File: src/inc/tsg_pkg.sv
// Package for the TFT sync timing generator: register map, fields, reset values
// Operation
// [RULE_01] Back porch is (coarse+1)*8 plus fine trim
// [RULE_02] Fine trim is 4-bit, resets to 06h
// [RULE_03] Line width supported up to 2048 pixels
// [RULE_04] Hsync starts (front+1)*8 after active area
// [RULE_05] Hsync pulse lasts (width+1)*8 pixels
// [RULE_06] Height value: low byte plus bits 2..0
// [RULE_07] Active lines equal height value plus one
// [RULE_08] Blank value: low byte plus bits 1..0
// [RULE_09] Blank period lasts blank value plus one
// [RULE_10] Vsync starts sync-start field plus one lines
// [RULE_11] Fine trim added to coarse back porch
// [RULE_12] Active width is (coarse+1)*8 plus fine
// [RULE_13] Vsync lasts width field plus one lines
// [RULE_14] Pixel data idle during non-display periods
// [RULE_15] Host keeps front+sync+back above 64 pixels
// [RULE_16] Order: active, front porch, sync, back porch
// [RULE_17] Reserved horizontal bits read zero, ignore writes
package tsg_pkg;
  localparam int unsigned ADDR_W = 8;
  localparam logic [ADDR_W-1:0] OFS_DISP_COARSE = 8'h14;
  localparam logic [ADDR_W-1:0] OFS_DISP_FINE   = 8'h15;
  localparam logic [ADDR_W-1:0] OFS_BP_COARSE   = 8'h16;
  localparam logic [ADDR_W-1:0] OFS_BP_FINE     = 8'h17;
  localparam logic [ADDR_W-1:0] OFS_FP_COARSE   = 8'h18;
  localparam logic [ADDR_W-1:0] OFS_HS_WIDTH    = 8'h19;
  localparam logic [ADDR_W-1:0] OFS_VH_LOW      = 8'h1A;
  localparam logic [ADDR_W-1:0] OFS_VH_HIGH     = 8'h1B;
  localparam logic [ADDR_W-1:0] OFS_VB_LOW      = 8'h1C;
  localparam logic [ADDR_W-1:0] OFS_VB_HIGH     = 8'h1D;
  localparam logic [ADDR_W-1:0] OFS_VS_START    = 8'h1E;
  localparam logic [ADDR_W-1:0] OFS_VS_WIDTH    = 8'h1F;
  localparam logic [ADDR_W-1:0] OFS_CTRL        = 8'h20;
  localparam logic [ADDR_W-1:0] OFS_STATUS      = 8'h24;
  localparam logic [7:0] RST_DISP_COARSE = 8'h4F;
  localparam logic [7:0] RST_DISP_FINE   = 8'h00;
  localparam logic [7:0] RST_BP_COARSE   = 8'h03;
  localparam logic [7:0] RST_BP_FINE     = 8'h06;
  localparam logic [7:0] RST_FP_COARSE   = 8'h1F;
  localparam logic [7:0] RST_HS_WIDTH    = 8'h00;
  localparam logic [7:0] RST_VH_LOW      = 8'hDF;
  localparam logic [7:0] RST_VH_HIGH     = 8'h00;
  localparam logic [7:0] RST_VB_LOW      = 8'h15;
  localparam logic [7:0] RST_VB_HIGH     = 8'h00;
  localparam logic [7:0] RST_VS_START    = 8'h0B;
  localparam logic [7:0] RST_VS_WIDTH    = 8'h00;
  localparam logic [7:0] RST_CTRL        = 8'h03;
  localparam logic [7:0] MSK_COARSE   = 8'h1F;
  localparam logic [7:0] MSK_FINE     = 8'h0F;
  localparam logic [7:0] MSK_VH_HIGH  = 8'h07;
  localparam logic [7:0] MSK_VB_HIGH  = 8'h03;
  localparam logic [7:0] MSK_VS_WIDTH = 8'h3F;
  localparam logic [7:0] MSK_CTRL     = 8'h0F;
  localparam int unsigned CTRL_EN_BIT   = 0;
  localparam int unsigned CTRL_HIDLE    = 1;
  localparam int unsigned CTRL_VIDLE    = 2;
  localparam int unsigned CTRL_PIDLE    = 3;
  localparam int unsigned UNIT_SHIFT    = 3;
  localparam int unsigned HCNT_W        = 12;
  localparam int unsigned VCNT_W        = 12;
  localparam logic [1:0] RESP_OKAY   = 2'b00;
  localparam logic [1:0] RESP_SLVERR = 2'b10;
  typedef enum logic [3:0] {
    PH_ACTIVE = 4'b0001,
    PH_FRONT  = 4'b0010,
    PH_SYNC   = 4'b0100,
    PH_BACK   = 4'b1000
  } tsg_phase_t;
  typedef struct packed {
    logic hsync;
    logic vsync;
    logic de;
  } tsg_sync_t;
endpackage : tsg_pkg

File: src/tsg_timing_gen.sv
// TFT sync timing generator with AXI4-Lite register slave
//
// The implementer's own choice: the AXI4-Lite interface to the registers.
`timescale 1ns/1ns
module tsg_timing_gen
  import tsg_pkg::*;
#(
  parameter int unsigned DATA_W = 24,
  parameter int unsigned MAX_LINE = 2048
) (
  // Clock and reset
  input  wire logic              mclk,
  input  wire logic              rst_b,
  // AXI4-Lite write
  input  wire logic [ADDR_W-1:0] s_axi_awaddr,
  input  wire logic              s_axi_awvalid,
  output logic                   s_axi_awready,
  input  wire logic [31:0]       s_axi_wdata,
  input  wire logic [3:0]        s_axi_wstrb,
  input  wire logic              s_axi_wvalid,
  output logic                   s_axi_wready,
  output logic [1:0]             s_axi_bresp,
  output logic                   s_axi_bvalid,
  input  wire logic              s_axi_bready,
  // AXI4-Lite read
  input  wire logic [ADDR_W-1:0] s_axi_araddr,
  input  wire logic              s_axi_arvalid,
  output logic                   s_axi_arready,
  output logic [31:0]            s_axi_rdata,
  output logic [1:0]             s_axi_rresp,
  output logic                   s_axi_rvalid,
  input  wire logic              s_axi_rready,
  // Panel side
  input  wire logic [DATA_W-1:0] pixel_in,
  output logic [DATA_W-1:0]      pixel_data_bus,
  output tsg_sync_t              sync_out
);

  // Phase counters are HCNT_W bits, so longer lines cannot be served
  if (DATA_W < 1 || MAX_LINE > (1 << (HCNT_W - 1))) begin : g_bad_param // RULE_03
    $error("tsg_timing_gen: unsupported parameters");
  end

  // Register file
  logic [7:0] display_width_coarse_ff, display_width_fine_ff;
  logic [7:0] back_porch_coarse_ff, back_porch_fine_ff;
  logic [7:0] front_porch_coarse_ff, hsync_width_field_ff;
  logic [7:0] vh_low_ff, vh_high_ff, vb_low_ff, vb_high_ff;
  logic [7:0] vsync_start_field_ff, vsync_width_field_ff, ctrl_ff;

  // Offsets are word indices; the byte address is four times the index
  function automatic logic [ADDR_W-1:0] reg_index(input logic [ADDR_W-1:0] a);
    reg_index = {2'b00, a[ADDR_W-1:2]};
  endfunction : reg_index

  // Address decode used by both channels
  function automatic logic addr_hit(input logic [ADDR_W-1:0] a);
    addr_hit = (a[1:0] == 2'b00) &&
               ((reg_index(a) >= OFS_DISP_COARSE && reg_index(a) <= OFS_CTRL) ||
                reg_index(a) == OFS_STATUS);
  endfunction : addr_hit

  // Write channel: address and data taken in either order
  logic              aw_held_ff, w_held_ff;
  logic [ADDR_W-1:0] awaddr_ff;
  logic [7:0]        wbyte_ff;
  logic              wstrb0_ff;
  wire               do_write = aw_held_ff && w_held_ff && !s_axi_bvalid;

  always_ff @(posedge mclk or negedge rst_b) begin
    if (!rst_b) begin
      aw_held_ff <= 1'b0;
      awaddr_ff  <= '0;
    end else if (s_axi_awvalid && s_axi_awready) begin
      aw_held_ff <= 1'b1;
      awaddr_ff  <= s_axi_awaddr;
    end else if (do_write) begin
      aw_held_ff <= 1'b0;
    end
  end

  always_ff @(posedge mclk or negedge rst_b) begin
    if (!rst_b) begin
      w_held_ff <= 1'b0;
      wbyte_ff  <= '0;
      wstrb0_ff <= 1'b0;
    end else if (s_axi_wvalid && s_axi_wready) begin
      w_held_ff <= 1'b1;
      wbyte_ff  <= s_axi_wdata[7:0];
      wstrb0_ff <= s_axi_wstrb[0];
    end else if (do_write) begin
      w_held_ff <= 1'b0;
    end
  end

  always_ff @(posedge mclk or negedge rst_b) begin
    if (!rst_b) begin
      s_axi_awready <= 1'b0;
      s_axi_wready  <= 1'b0;
      s_axi_bvalid  <= 1'b0;
      s_axi_bresp   <= RESP_OKAY;
    end else begin
      s_axi_awready <= !aw_held_ff && !(s_axi_awvalid && s_axi_awready);
      s_axi_wready  <= !w_held_ff && !(s_axi_wvalid && s_axi_wready);
      if (do_write) begin
        s_axi_bvalid <= 1'b1;
        s_axi_bresp  <= addr_hit(awaddr_ff) ? RESP_OKAY : RESP_SLVERR;
      end else if (s_axi_bready) begin
        s_axi_bvalid <= 1'b0;
      end
    end
  end

  // Reserved bits masked on write so they read back as zero
  wire wr_en = do_write && wstrb0_ff && addr_hit(awaddr_ff);
  always_ff @(posedge mclk or negedge rst_b) begin
    if (!rst_b) begin
      display_width_coarse_ff <= RST_DISP_COARSE;
      display_width_fine_ff   <= RST_DISP_FINE;
      back_porch_coarse_ff    <= RST_BP_COARSE;   // RULE_01
      back_porch_fine_ff      <= RST_BP_FINE;     // RULE_02
      front_porch_coarse_ff   <= RST_FP_COARSE;   // RULE_04
      hsync_width_field_ff    <= RST_HS_WIDTH;    // RULE_05
      vh_low_ff               <= RST_VH_LOW;      // RULE_07
      vh_high_ff              <= RST_VH_HIGH;
      vb_low_ff               <= RST_VB_LOW;      // RULE_09
      vb_high_ff              <= RST_VB_HIGH;
      vsync_start_field_ff    <= RST_VS_START;    // RULE_10
      vsync_width_field_ff    <= RST_VS_WIDTH;
      ctrl_ff                 <= RST_CTRL;
    end else if (wr_en) begin
      case (reg_index(awaddr_ff))
        OFS_DISP_COARSE: display_width_coarse_ff <= wbyte_ff;
        OFS_DISP_FINE:   display_width_fine_ff   <= wbyte_ff & MSK_FINE;    // RULE_17
        OFS_BP_COARSE:   back_porch_coarse_ff    <= wbyte_ff & MSK_COARSE;  // RULE_17
        OFS_BP_FINE:     back_porch_fine_ff      <= wbyte_ff & MSK_FINE;    // RULE_17
        OFS_FP_COARSE:   front_porch_coarse_ff   <= wbyte_ff & MSK_COARSE;  // RULE_17
        OFS_HS_WIDTH:    hsync_width_field_ff    <= wbyte_ff & MSK_COARSE;  // RULE_17
        OFS_VH_LOW:      vh_low_ff               <= wbyte_ff;
        OFS_VH_HIGH:     vh_high_ff              <= wbyte_ff & MSK_VH_HIGH; // RULE_06
        OFS_VB_LOW:      vb_low_ff               <= wbyte_ff;
        OFS_VB_HIGH:     vb_high_ff              <= wbyte_ff & MSK_VB_HIGH; // RULE_08
        OFS_VS_START:    vsync_start_field_ff    <= wbyte_ff;
        OFS_VS_WIDTH:    vsync_width_field_ff    <= wbyte_ff & MSK_VS_WIDTH;
        OFS_CTRL:        ctrl_ff                 <= wbyte_ff & MSK_CTRL;
        default: begin
        end
      endcase
    end
  end

  // Derived lengths, all but v_blank minus one so counters end at the value
  logic [HCNT_W-1:0] h_act_m1, h_fp_m1, h_sw_m1, h_bp_m1;
  logic [VCNT_W-1:0] v_act_m1, v_fp_m1, v_sw_m1, v_bp_m1;
  logic [VCNT_W-1:0] v_blank;
  always_comb begin
    h_act_m1 = HCNT_W'(((display_width_coarse_ff + 9'd1) << UNIT_SHIFT)
               + display_width_fine_ff - 1);                               // RULE_12
    h_fp_m1  = HCNT_W'(((front_porch_coarse_ff + 9'd1) << UNIT_SHIFT) - 1); // RULE_04
    h_sw_m1  = HCNT_W'(((hsync_width_field_ff + 9'd1) << UNIT_SHIFT) - 1);  // RULE_05
    h_bp_m1  = HCNT_W'(((back_porch_coarse_ff + 9'd1) << UNIT_SHIFT)
               + back_porch_fine_ff - 1);                                  // RULE_01 RULE_11
    v_act_m1 = VCNT_W'({vh_high_ff[2:0], vh_low_ff});                      // RULE_06 RULE_07
    v_blank  = VCNT_W'({vb_high_ff[1:0], vb_low_ff}) + VCNT_W'(1);         // RULE_08 RULE_09
    v_fp_m1  = VCNT_W'(vsync_start_field_ff);                              // RULE_10
    v_sw_m1  = VCNT_W'(vsync_width_field_ff);                              // RULE_13
    // Vertical back porch fills whatever of the blank period is left
    if (v_blank > v_fp_m1 + v_sw_m1 + VCNT_W'(2)) begin
      v_bp_m1 = v_blank - v_fp_m1 - v_sw_m1 - VCNT_W'(3);
    end else begin
      v_bp_m1 = '0;
    end
  end

  // Horizontal phase machine
  tsg_phase_t        h_ph_ff, v_ph_ff;
  logic [HCNT_W-1:0] h_cnt_ff;
  logic [VCNT_W-1:0] v_cnt_ff;
  logic              h_end;
  wire               run = ctrl_ff[CTRL_EN_BIT];
  always_comb begin
    case (h_ph_ff)
      PH_ACTIVE: h_end = (h_cnt_ff >= h_act_m1);
      PH_FRONT:  h_end = (h_cnt_ff >= h_fp_m1);
      PH_SYNC:   h_end = (h_cnt_ff >= h_sw_m1);
      PH_BACK:   h_end = (h_cnt_ff >= h_bp_m1);
      default:   h_end = 1'b1;
    endcase
  end
  wire line_done = run && h_end && (h_ph_ff == PH_BACK);

  always_ff @(posedge mclk or negedge rst_b) begin
    if (!rst_b) begin
      h_ph_ff  <= PH_ACTIVE;
      h_cnt_ff <= '0;
    end else if (!run) begin
      h_ph_ff  <= PH_ACTIVE;
      h_cnt_ff <= '0;
    end else if (h_end) begin
      h_cnt_ff <= '0;
      case (h_ph_ff)                                                       // RULE_16
        PH_ACTIVE: h_ph_ff <= PH_FRONT;
        PH_FRONT:  h_ph_ff <= PH_SYNC;
        PH_SYNC:   h_ph_ff <= PH_BACK;
        default:   h_ph_ff <= PH_ACTIVE;
      endcase
    end else begin
      h_cnt_ff <= h_cnt_ff + HCNT_W'(1);
    end
  end

  // Vertical phase machine, advances once per line
  logic v_end;
  always_comb begin
    case (v_ph_ff)
      PH_ACTIVE: v_end = (v_cnt_ff >= v_act_m1);
      PH_FRONT:  v_end = (v_cnt_ff >= v_fp_m1);
      PH_SYNC:   v_end = (v_cnt_ff >= v_sw_m1);
      PH_BACK:   v_end = (v_cnt_ff >= v_bp_m1);
      default:   v_end = 1'b1;
    endcase
  end
  always_ff @(posedge mclk or negedge rst_b) begin
    if (!rst_b) begin
      v_ph_ff  <= PH_ACTIVE;
      v_cnt_ff <= '0;
    end else if (!run) begin
      v_ph_ff  <= PH_ACTIVE;
      v_cnt_ff <= '0;
    end else if (line_done) begin
      if (v_end) begin
        v_cnt_ff <= '0;
        case (v_ph_ff)                                                     // RULE_16
          PH_ACTIVE: v_ph_ff <= PH_FRONT;
          PH_FRONT:  v_ph_ff <= PH_SYNC;
          PH_SYNC:   v_ph_ff <= PH_BACK;
          default:   v_ph_ff <= PH_ACTIVE;
        endcase
      end else begin
        v_cnt_ff <= v_cnt_ff + VCNT_W'(1);
      end
    end
  end

  // Registered panel outputs; idle levels apply while stopped
  wire active = run && (h_ph_ff == PH_ACTIVE) && (v_ph_ff == PH_ACTIVE);
  always_ff @(posedge mclk or negedge rst_b) begin
    if (!rst_b) begin
      sync_out       <= '{hsync: 1'b1, vsync: 1'b1, de: 1'b0};
      pixel_data_bus <= '0;
    end else begin
      sync_out.hsync <= run ? !(h_ph_ff == PH_SYNC) : ctrl_ff[CTRL_HIDLE];  // RULE_05
      sync_out.vsync <= run ? !(v_ph_ff == PH_SYNC) : ctrl_ff[CTRL_VIDLE];  // RULE_13
      sync_out.de    <= active;
      pixel_data_bus <= active ? pixel_in : {DATA_W{ctrl_ff[CTRL_PIDLE]}};  // RULE_14
    end
  end

  // Read channel, one cycle after address acceptance
  logic [7:0] rd_byte;
  always_comb begin
    case (reg_index(s_axi_araddr))
      OFS_DISP_COARSE: rd_byte = display_width_coarse_ff;
      OFS_DISP_FINE:   rd_byte = display_width_fine_ff;
      OFS_BP_COARSE:   rd_byte = back_porch_coarse_ff;
      OFS_BP_FINE:     rd_byte = back_porch_fine_ff;
      OFS_FP_COARSE:   rd_byte = front_porch_coarse_ff;
      OFS_HS_WIDTH:    rd_byte = hsync_width_field_ff;
      OFS_VH_LOW:      rd_byte = vh_low_ff;
      OFS_VH_HIGH:     rd_byte = vh_high_ff;
      OFS_VB_LOW:      rd_byte = vb_low_ff;
      OFS_VB_HIGH:     rd_byte = vb_high_ff;
      OFS_VS_START:    rd_byte = vsync_start_field_ff;
      OFS_VS_WIDTH:    rd_byte = vsync_width_field_ff;
      OFS_CTRL:        rd_byte = ctrl_ff;
      OFS_STATUS:      rd_byte = {v_ph_ff, h_ph_ff};
      default:         rd_byte = 8'h00;
    endcase
  end
  always_ff @(posedge mclk or negedge rst_b) begin
    if (!rst_b) begin
      s_axi_arready <= 1'b0;
      s_axi_rvalid  <= 1'b0;
      s_axi_rdata   <= '0;
      s_axi_rresp   <= RESP_OKAY;
    end else begin
      s_axi_arready <= !s_axi_rvalid && !(s_axi_arvalid && s_axi_arready);
      if (s_axi_arvalid && s_axi_arready) begin
        s_axi_rvalid <= 1'b1;
        s_axi_rdata  <= {24'h000000, addr_hit(s_axi_araddr) ? rd_byte : 8'h00};
        s_axi_rresp  <= addr_hit(s_axi_araddr) ? RESP_OKAY : RESP_SLVERR;
      end else if (s_axi_rready) begin
        s_axi_rvalid <= 1'b0;
      end
    end
  end
endmodule : tsg_timing_gen

File: config.mk
export PLATFORM = sky130hd
export DESIGN_NAME = tsg_timing_gen
export DESIGN_NICKNAME = d
export VERILOG_FILES = /design/src/inc/tsg_pkg.sv /design/src/tsg_timing_gen.sv
export SDC_FILE = /design/constraint.sdc
export NUM_CORES = 1
export LEC_CHECK = 0
export BUFFER_PORTS_ARGS = -buffer_cell sky130_fd_sc_hd__buf_2
export CAP_MARGIN = 40
export CORE_MARGIN = 4
export CORE_UTILIZATION = 64
export DETAILED_ROUTE_END_ITERATION = 6
export PLACE_DENSITY = 0.95
export SETUP_SLACK_MARGIN = 0.1
export SLEW_MARGIN = 10
export SYNTH_ARGS = -nofsm -noshare
export SYNTH_HDL_FRONTEND = slang
export SYNTH_SLANG_ARGS = --single-unit
File: constraint.sdc
create_clock -name mclk -period 8.7 [get_ports mclk]
set_input_delay 2.175 -clock mclk [delete_from_list [all_inputs] [get_ports mclk]]
set_output_delay 2.175 -clock mclk [all_outputs]
set_load 0.01 [all_outputs]
==> results.txt <==
The flow ran to the end, and the final reports show no timing, DRC or antenna violations. The number of cell instances on the worst register-to-register path came out at 24. Setup slack closes at 2410 ps. The deepest clock path buffer count is 2.

STA classifies the critical path endpoint as a flop. The fmax is 0.159 GHz. The sum of overflow across all layers after global routing is 0. Cells with a size suffix above 1 make up 19.0% of the layout. The total power per unit cell area came out at 210 nW/um^2. The endpoint of the most critical setup path is v_cnt_ff[4]$_DFFE_PN0P_.

The initial cell density of the core came out at 65.4%. The number of nets at the end of the flow came out at 1,556. STA puts the critical path data required time at 9060 ps. The aggregate routed wire length came out at 32,500 microns. The compound-cell area share of the yosys netlist came out at 13.5%.

During placement, the flow inserted port buffers numbering 97. The number of filler instances in the final layout is 1,175. The cell leakage power is 6.32 nW. The flip-flop and latch count after synthesis is 163. The register area share after synthesis is 34.8%. The setup clock skew after layout is 15.8 ps. In the post-synthesis netlist, the cell with the most instances is sky130_fd_sc_hd__ha_1. Detailed routing inserted a total of 10,200 vias. The portion of netlist area occupied by mux cells is 9.30%. The die boundary width is 144 microns. Of the post-synthesis cell area, the dominant cell type holds 27.5%.

Among all flip-flop cells after synthesis, the most frequent one is sky130_fd_sc_hd__dfrtp_1. The layout-stage area growth over the synthesis result came out at 10.1%. The relative max-transition margin came out at 36.6%.

The final hold violation count came out at 0. The via count of the first global-routing pass is 10,300. The combinational power share came out at 33.3%. The total routing usage reported by global routing is 31.6%.

For the pin with the worst max-slew slack, the measured transition is 928 ps. The yosys synthesis warning count came out at 0. The worst hold path belongs to the class reg2reg.

Summed over all instances, the cell type with the most area after synthesis is sky130_fd_sc_hd__dfrtp_1. The CTS root buffer is sky130_fd_sc_hd__clkbuf_16. The worst setup path is of the reg2reg kind. The final setup violation count is 0. Of all flip-flops after synthesis, the portion carrying an async set or reset was 100%. In this run the number of H-tree levels came out at 4. The global-route wire length before repair is 51,300 microns. The instance area at placement came out at 12,400 sq um. The peak ir drop on the vdd network came out at 0.000183 V.

The shortest period the worst path allows is 6290 ps. The setup TNS came out at 0 ps. The DRC violation count after routing is 0.

The clock sink count is 163. The top-level port count came out at 151. The area of combinational cells with multiple inputs is 7060 sq um.

The basic-gate share of the synthesized area counting and, or, nand and nor cells came out at 15.0%. Summing the areas of all fa, ha and maj instances in the mapped netlist gives 16.9% of the synthesized area. The register area is 4120 sq um. The area inside the core boundary came out at 18,100 sq um. The half-perimeter wire length of the detailed placement result came out at 23,100 microns.

The pin count of the biggest net entering global routing came out at 83. The number of buffers inserted by post-CTS setup repair came out at 0. The number of synthesized flops with an enable pin came out at 0. The worst-case register-to-register setup slack came out at 2410 ps. The floorplan has 49 rows.

The die area came out at 20,700 sq um. The cts-stage hold buffer count is 0. Across the run, the number of max-cap violations was 0. The combined area of all synthesized cells came out at 11,800 sq um. TritonCTS built the clock tree.

In the finished design, the share of the clock period the worst path needs comes to 72.3%. In this run the critical register-to-register path is launched from vsync_start_field_ff[1]$_DFFE_PN1P_. The number of different library cells in the post-synthesis netlist came out at 79. Counting instances in the post-synthesis netlist gives the leading cell types as sky130_fd_sc_hd__ha_1, sky130_fd_sc_hd__nand2_1, sky130_fd_sc_hd__dfrtp_1.

The length of the first detailed-routing pass in iterations came out at 6. Tracing the worst setup path back leads to its startpoint at vsync_start_field_ff[1]$_DFFE_PN1P_. Sorting the synthesized cells by area gives the leading types as sky130_fd_sc_hd__dfrtp_1, sky130_fd_sc_hd__ha_1, sky130_fd_sc_hd__dfstp_2, sky130_fd_sc_hd__mux2_2, sky130_fd_sc_hd__nand2_1.

The portion of total power attributed to sequential cells is 38.0%. The worst hold margin came out at 462 ps. By area, the combinational part of the netlist is dominated by adder cells. The remaining antenna violation count is 0.

The clock slew seen by the registers of the worst setup and hold paths is 70 ps. The internal portion of total power came out at 1.73 mW. After Yosys synthesis, XOR and XNOR cells account for 4.15% of the synthesized area. For this block, the initial DRC count from the detailed router was 1,175.

Summed over all nets, the switching power comes to 1.01 mW. The total count of max-transition violations in the final report is 0. The final non-filler cell area came out at 13,000 sq um. Setup repair after global routing left no endpoint under its margin.

The placer congestion estimate is 0.973. Dividing the detail-routed via count by the number of cells gives 6.53. The mean instance size in the synthesized netlist is 9.56 sq um. The portion of total power attributed to the clock network came out at 28.7%. The number of cells upsized or downsized after cts is 0.

Along the worst path, the maximum fanout reaches 19. The worst path arrival time is 6650 ps. The die span in y came out at 144 microns.

The utilization after layout is 72.0%. The worst-case setup slack after placement is 2760 ps. The TritonCTS buffer count is 17.

The number of cells produced by synthesis came out at 1,237. The routed length per placed instance is 20.8 microns. The startpoint kind of the worst setup timing path is a flop.

For the worst-skew pair, the clock arrives at the later sink with an insertion delay of 440 ps. The endpoint identified for the worst register-to-register timing path is v_cnt_ff[4]$_DFFE_PN0P_. The net switching fraction of the power is 37.0%.

The initial antenna violation count was 1.
metal layers:
layer / track usage [%] / up-vias / wire length [microns]
li1: - / 4520 / -
met1: 37.4 / 4882 / 12100
met2: 52.2 / 656 / 15200
met3: 10.2 / 149 / 3720
met4: 15.3 / 0 / 1460
met5: 0 / - / 0
kinds of logic after synthesis:
group / Yosys count
AO/OA/AOI/OAI: 246
XOR/XNOR: 56
adder cells (fa/ha/maj): 154
buffers and inverters: 166
flip-flops: 163
multiplexers: 94
other: 1
AND/OR/NAND/NOR: 357
power by group through the flow:
stage	Sequential (mW)	Clock (mW)	Combinational [mW]
6_report	1.04	0.788	0.912
5_1_grt	1.04	0.821	1.02
4_1_cts	1.03	0.789	0.896
3_5_place_dp	1.04	0	0.878
3_3_place_gp	1.03	0	0.826
2_1_floorplan	0.957	0	0.672
stage by stage:
step	instances	power (mW)
after detailed placement	1529	1.91
after floorplan	1262	1.63
after global routing	1562	2.88
after global placement	1527	1.85
final	1562	2.74
after CTS	1561	2.71
flip-flops by register name, summed over array words and instances (netlist names), 4 cells and up:
signal and cells:
back_porch_fine_ff 4, vh_low_ff 8, vsync_start_field_ff 8, vsync_width_field_ff 6, hsync_width_field_ff 5, s_axi_rdata 8, v_cnt_ff 12, back_porch_coarse_ff 5
front_porch_coarse_ff 5, v_ph_ff 4, ctrl_ff 4, display_width_fine_ff 4, vb_low_ff 8, h_ph_ff 4, display_width_coarse_ff 8, pixel_data_bus 24
awaddr_ff 8, h_cnt_ff 12, wbyte_ff 8
layout make-up:
class | instances | share of cell area (%)
Multi-Input combinational cell | 933 | 54.2
Sequential cell | 163 | 31.6
Timing Repair Buffer | 104 | 4.31
Clock buffer | 21 | 3.54
Inverter | 100 | 2.88
Tap cell | 229 | 2.20
Clock inverter | 11 | 1.17
Antenna cell | 1 | 0.0192
worst max-delay path, cell delays in order, from the launching register on:
cell and delay [ps]:
sky130_fd_sc_hd__dfstp_2 570, sky130_fd_sc_hd__inv_1 90, sky130_fd_sc_hd__ha_1 360, sky130_fd_sc_hd__inv_1 70, sky130_fd_sc_hd__ha_1 230, sky130_fd_sc_hd__fa_1 410
sky130_fd_sc_hd__a21o_1 190, sky130_fd_sc_hd__a21oi_1 240, sky130_fd_sc_hd__o21bai_1 100, sky130_fd_sc_hd__a21oi_1 180, sky130_fd_sc_hd__xnor2_1 100, sky130_fd_sc_hd__ha_1 200
sky130_fd_sc_hd__a2111o_1 400, sky130_fd_sc_hd__o21ai_0 480, sky130_fd_sc_hd__nand2_1 340, sky130_fd_sc_hd__nand2_1 170, sky130_fd_sc_hd__ha_1 250, sky130_fd_sc_hd__a21oi_1 150
sky130_fd_sc_hd__o21ai_0 120, sky130_fd_sc_hd__a2111oi_0 410, sky130_fd_sc_hd__a21oi_1 210, sky130_fd_sc_hd__nor4_4 370, sky130_fd_sc_hd__buf_6 250, sky130_fd_sc_hd__a31oi_1 110
sky130_fd_sc_hd__mux2i_1 200
worst min-delay path by stage:
stage	startpoint	end	depth (start not counted)
2_1_floorplan	w_held_ff$_DFFE_PN0P_	s_axi_wready$_DFF_PN0_	1
5_1_grt	w_held_ff$_DFFE_PN0P_	s_axi_wready$_DFF_PN0_	1
6_report	s_axi_rvalid$_DFFE_PN0P_	s_axi_arready$_DFF_PN0_	1
3_3_place_gp	s_axi_rvalid$_DFFE_PN0P_	s_axi_arready$_DFF_PN0_	1
4_1_cts	s_axi_rvalid$_DFFE_PN0P_	s_axi_arready$_DFF_PN0_	1
3_5_place_dp	s_axi_rvalid$_DFFE_PN0P_	s_axi_arready$_DFF_PN0_	1
cell usage in the layout (no fill, tap or decap), drive strengths merged, types with 6 or more instances in the layout:
cell      n
nand3    36
a21oi    55
inv     101
and3     21
a31oi    16
nand3b    6
mux4      6
clkbuf   21
nand4    24
buf     104
dfrtp   130
mux2i    21
o21ai    73
o211ai    8
dfstp    33
fa       10
o21a     11
a21o     16
mux2     67
nand2   133
nor3     13
xor2     29
nor2b    15
ha      144
a22oi     6
conb     26
nand2b   12
or3       8
nor2     59
xnor2    27
a22o     10
No activity file was read; power rests on OpenSTA's default activity.
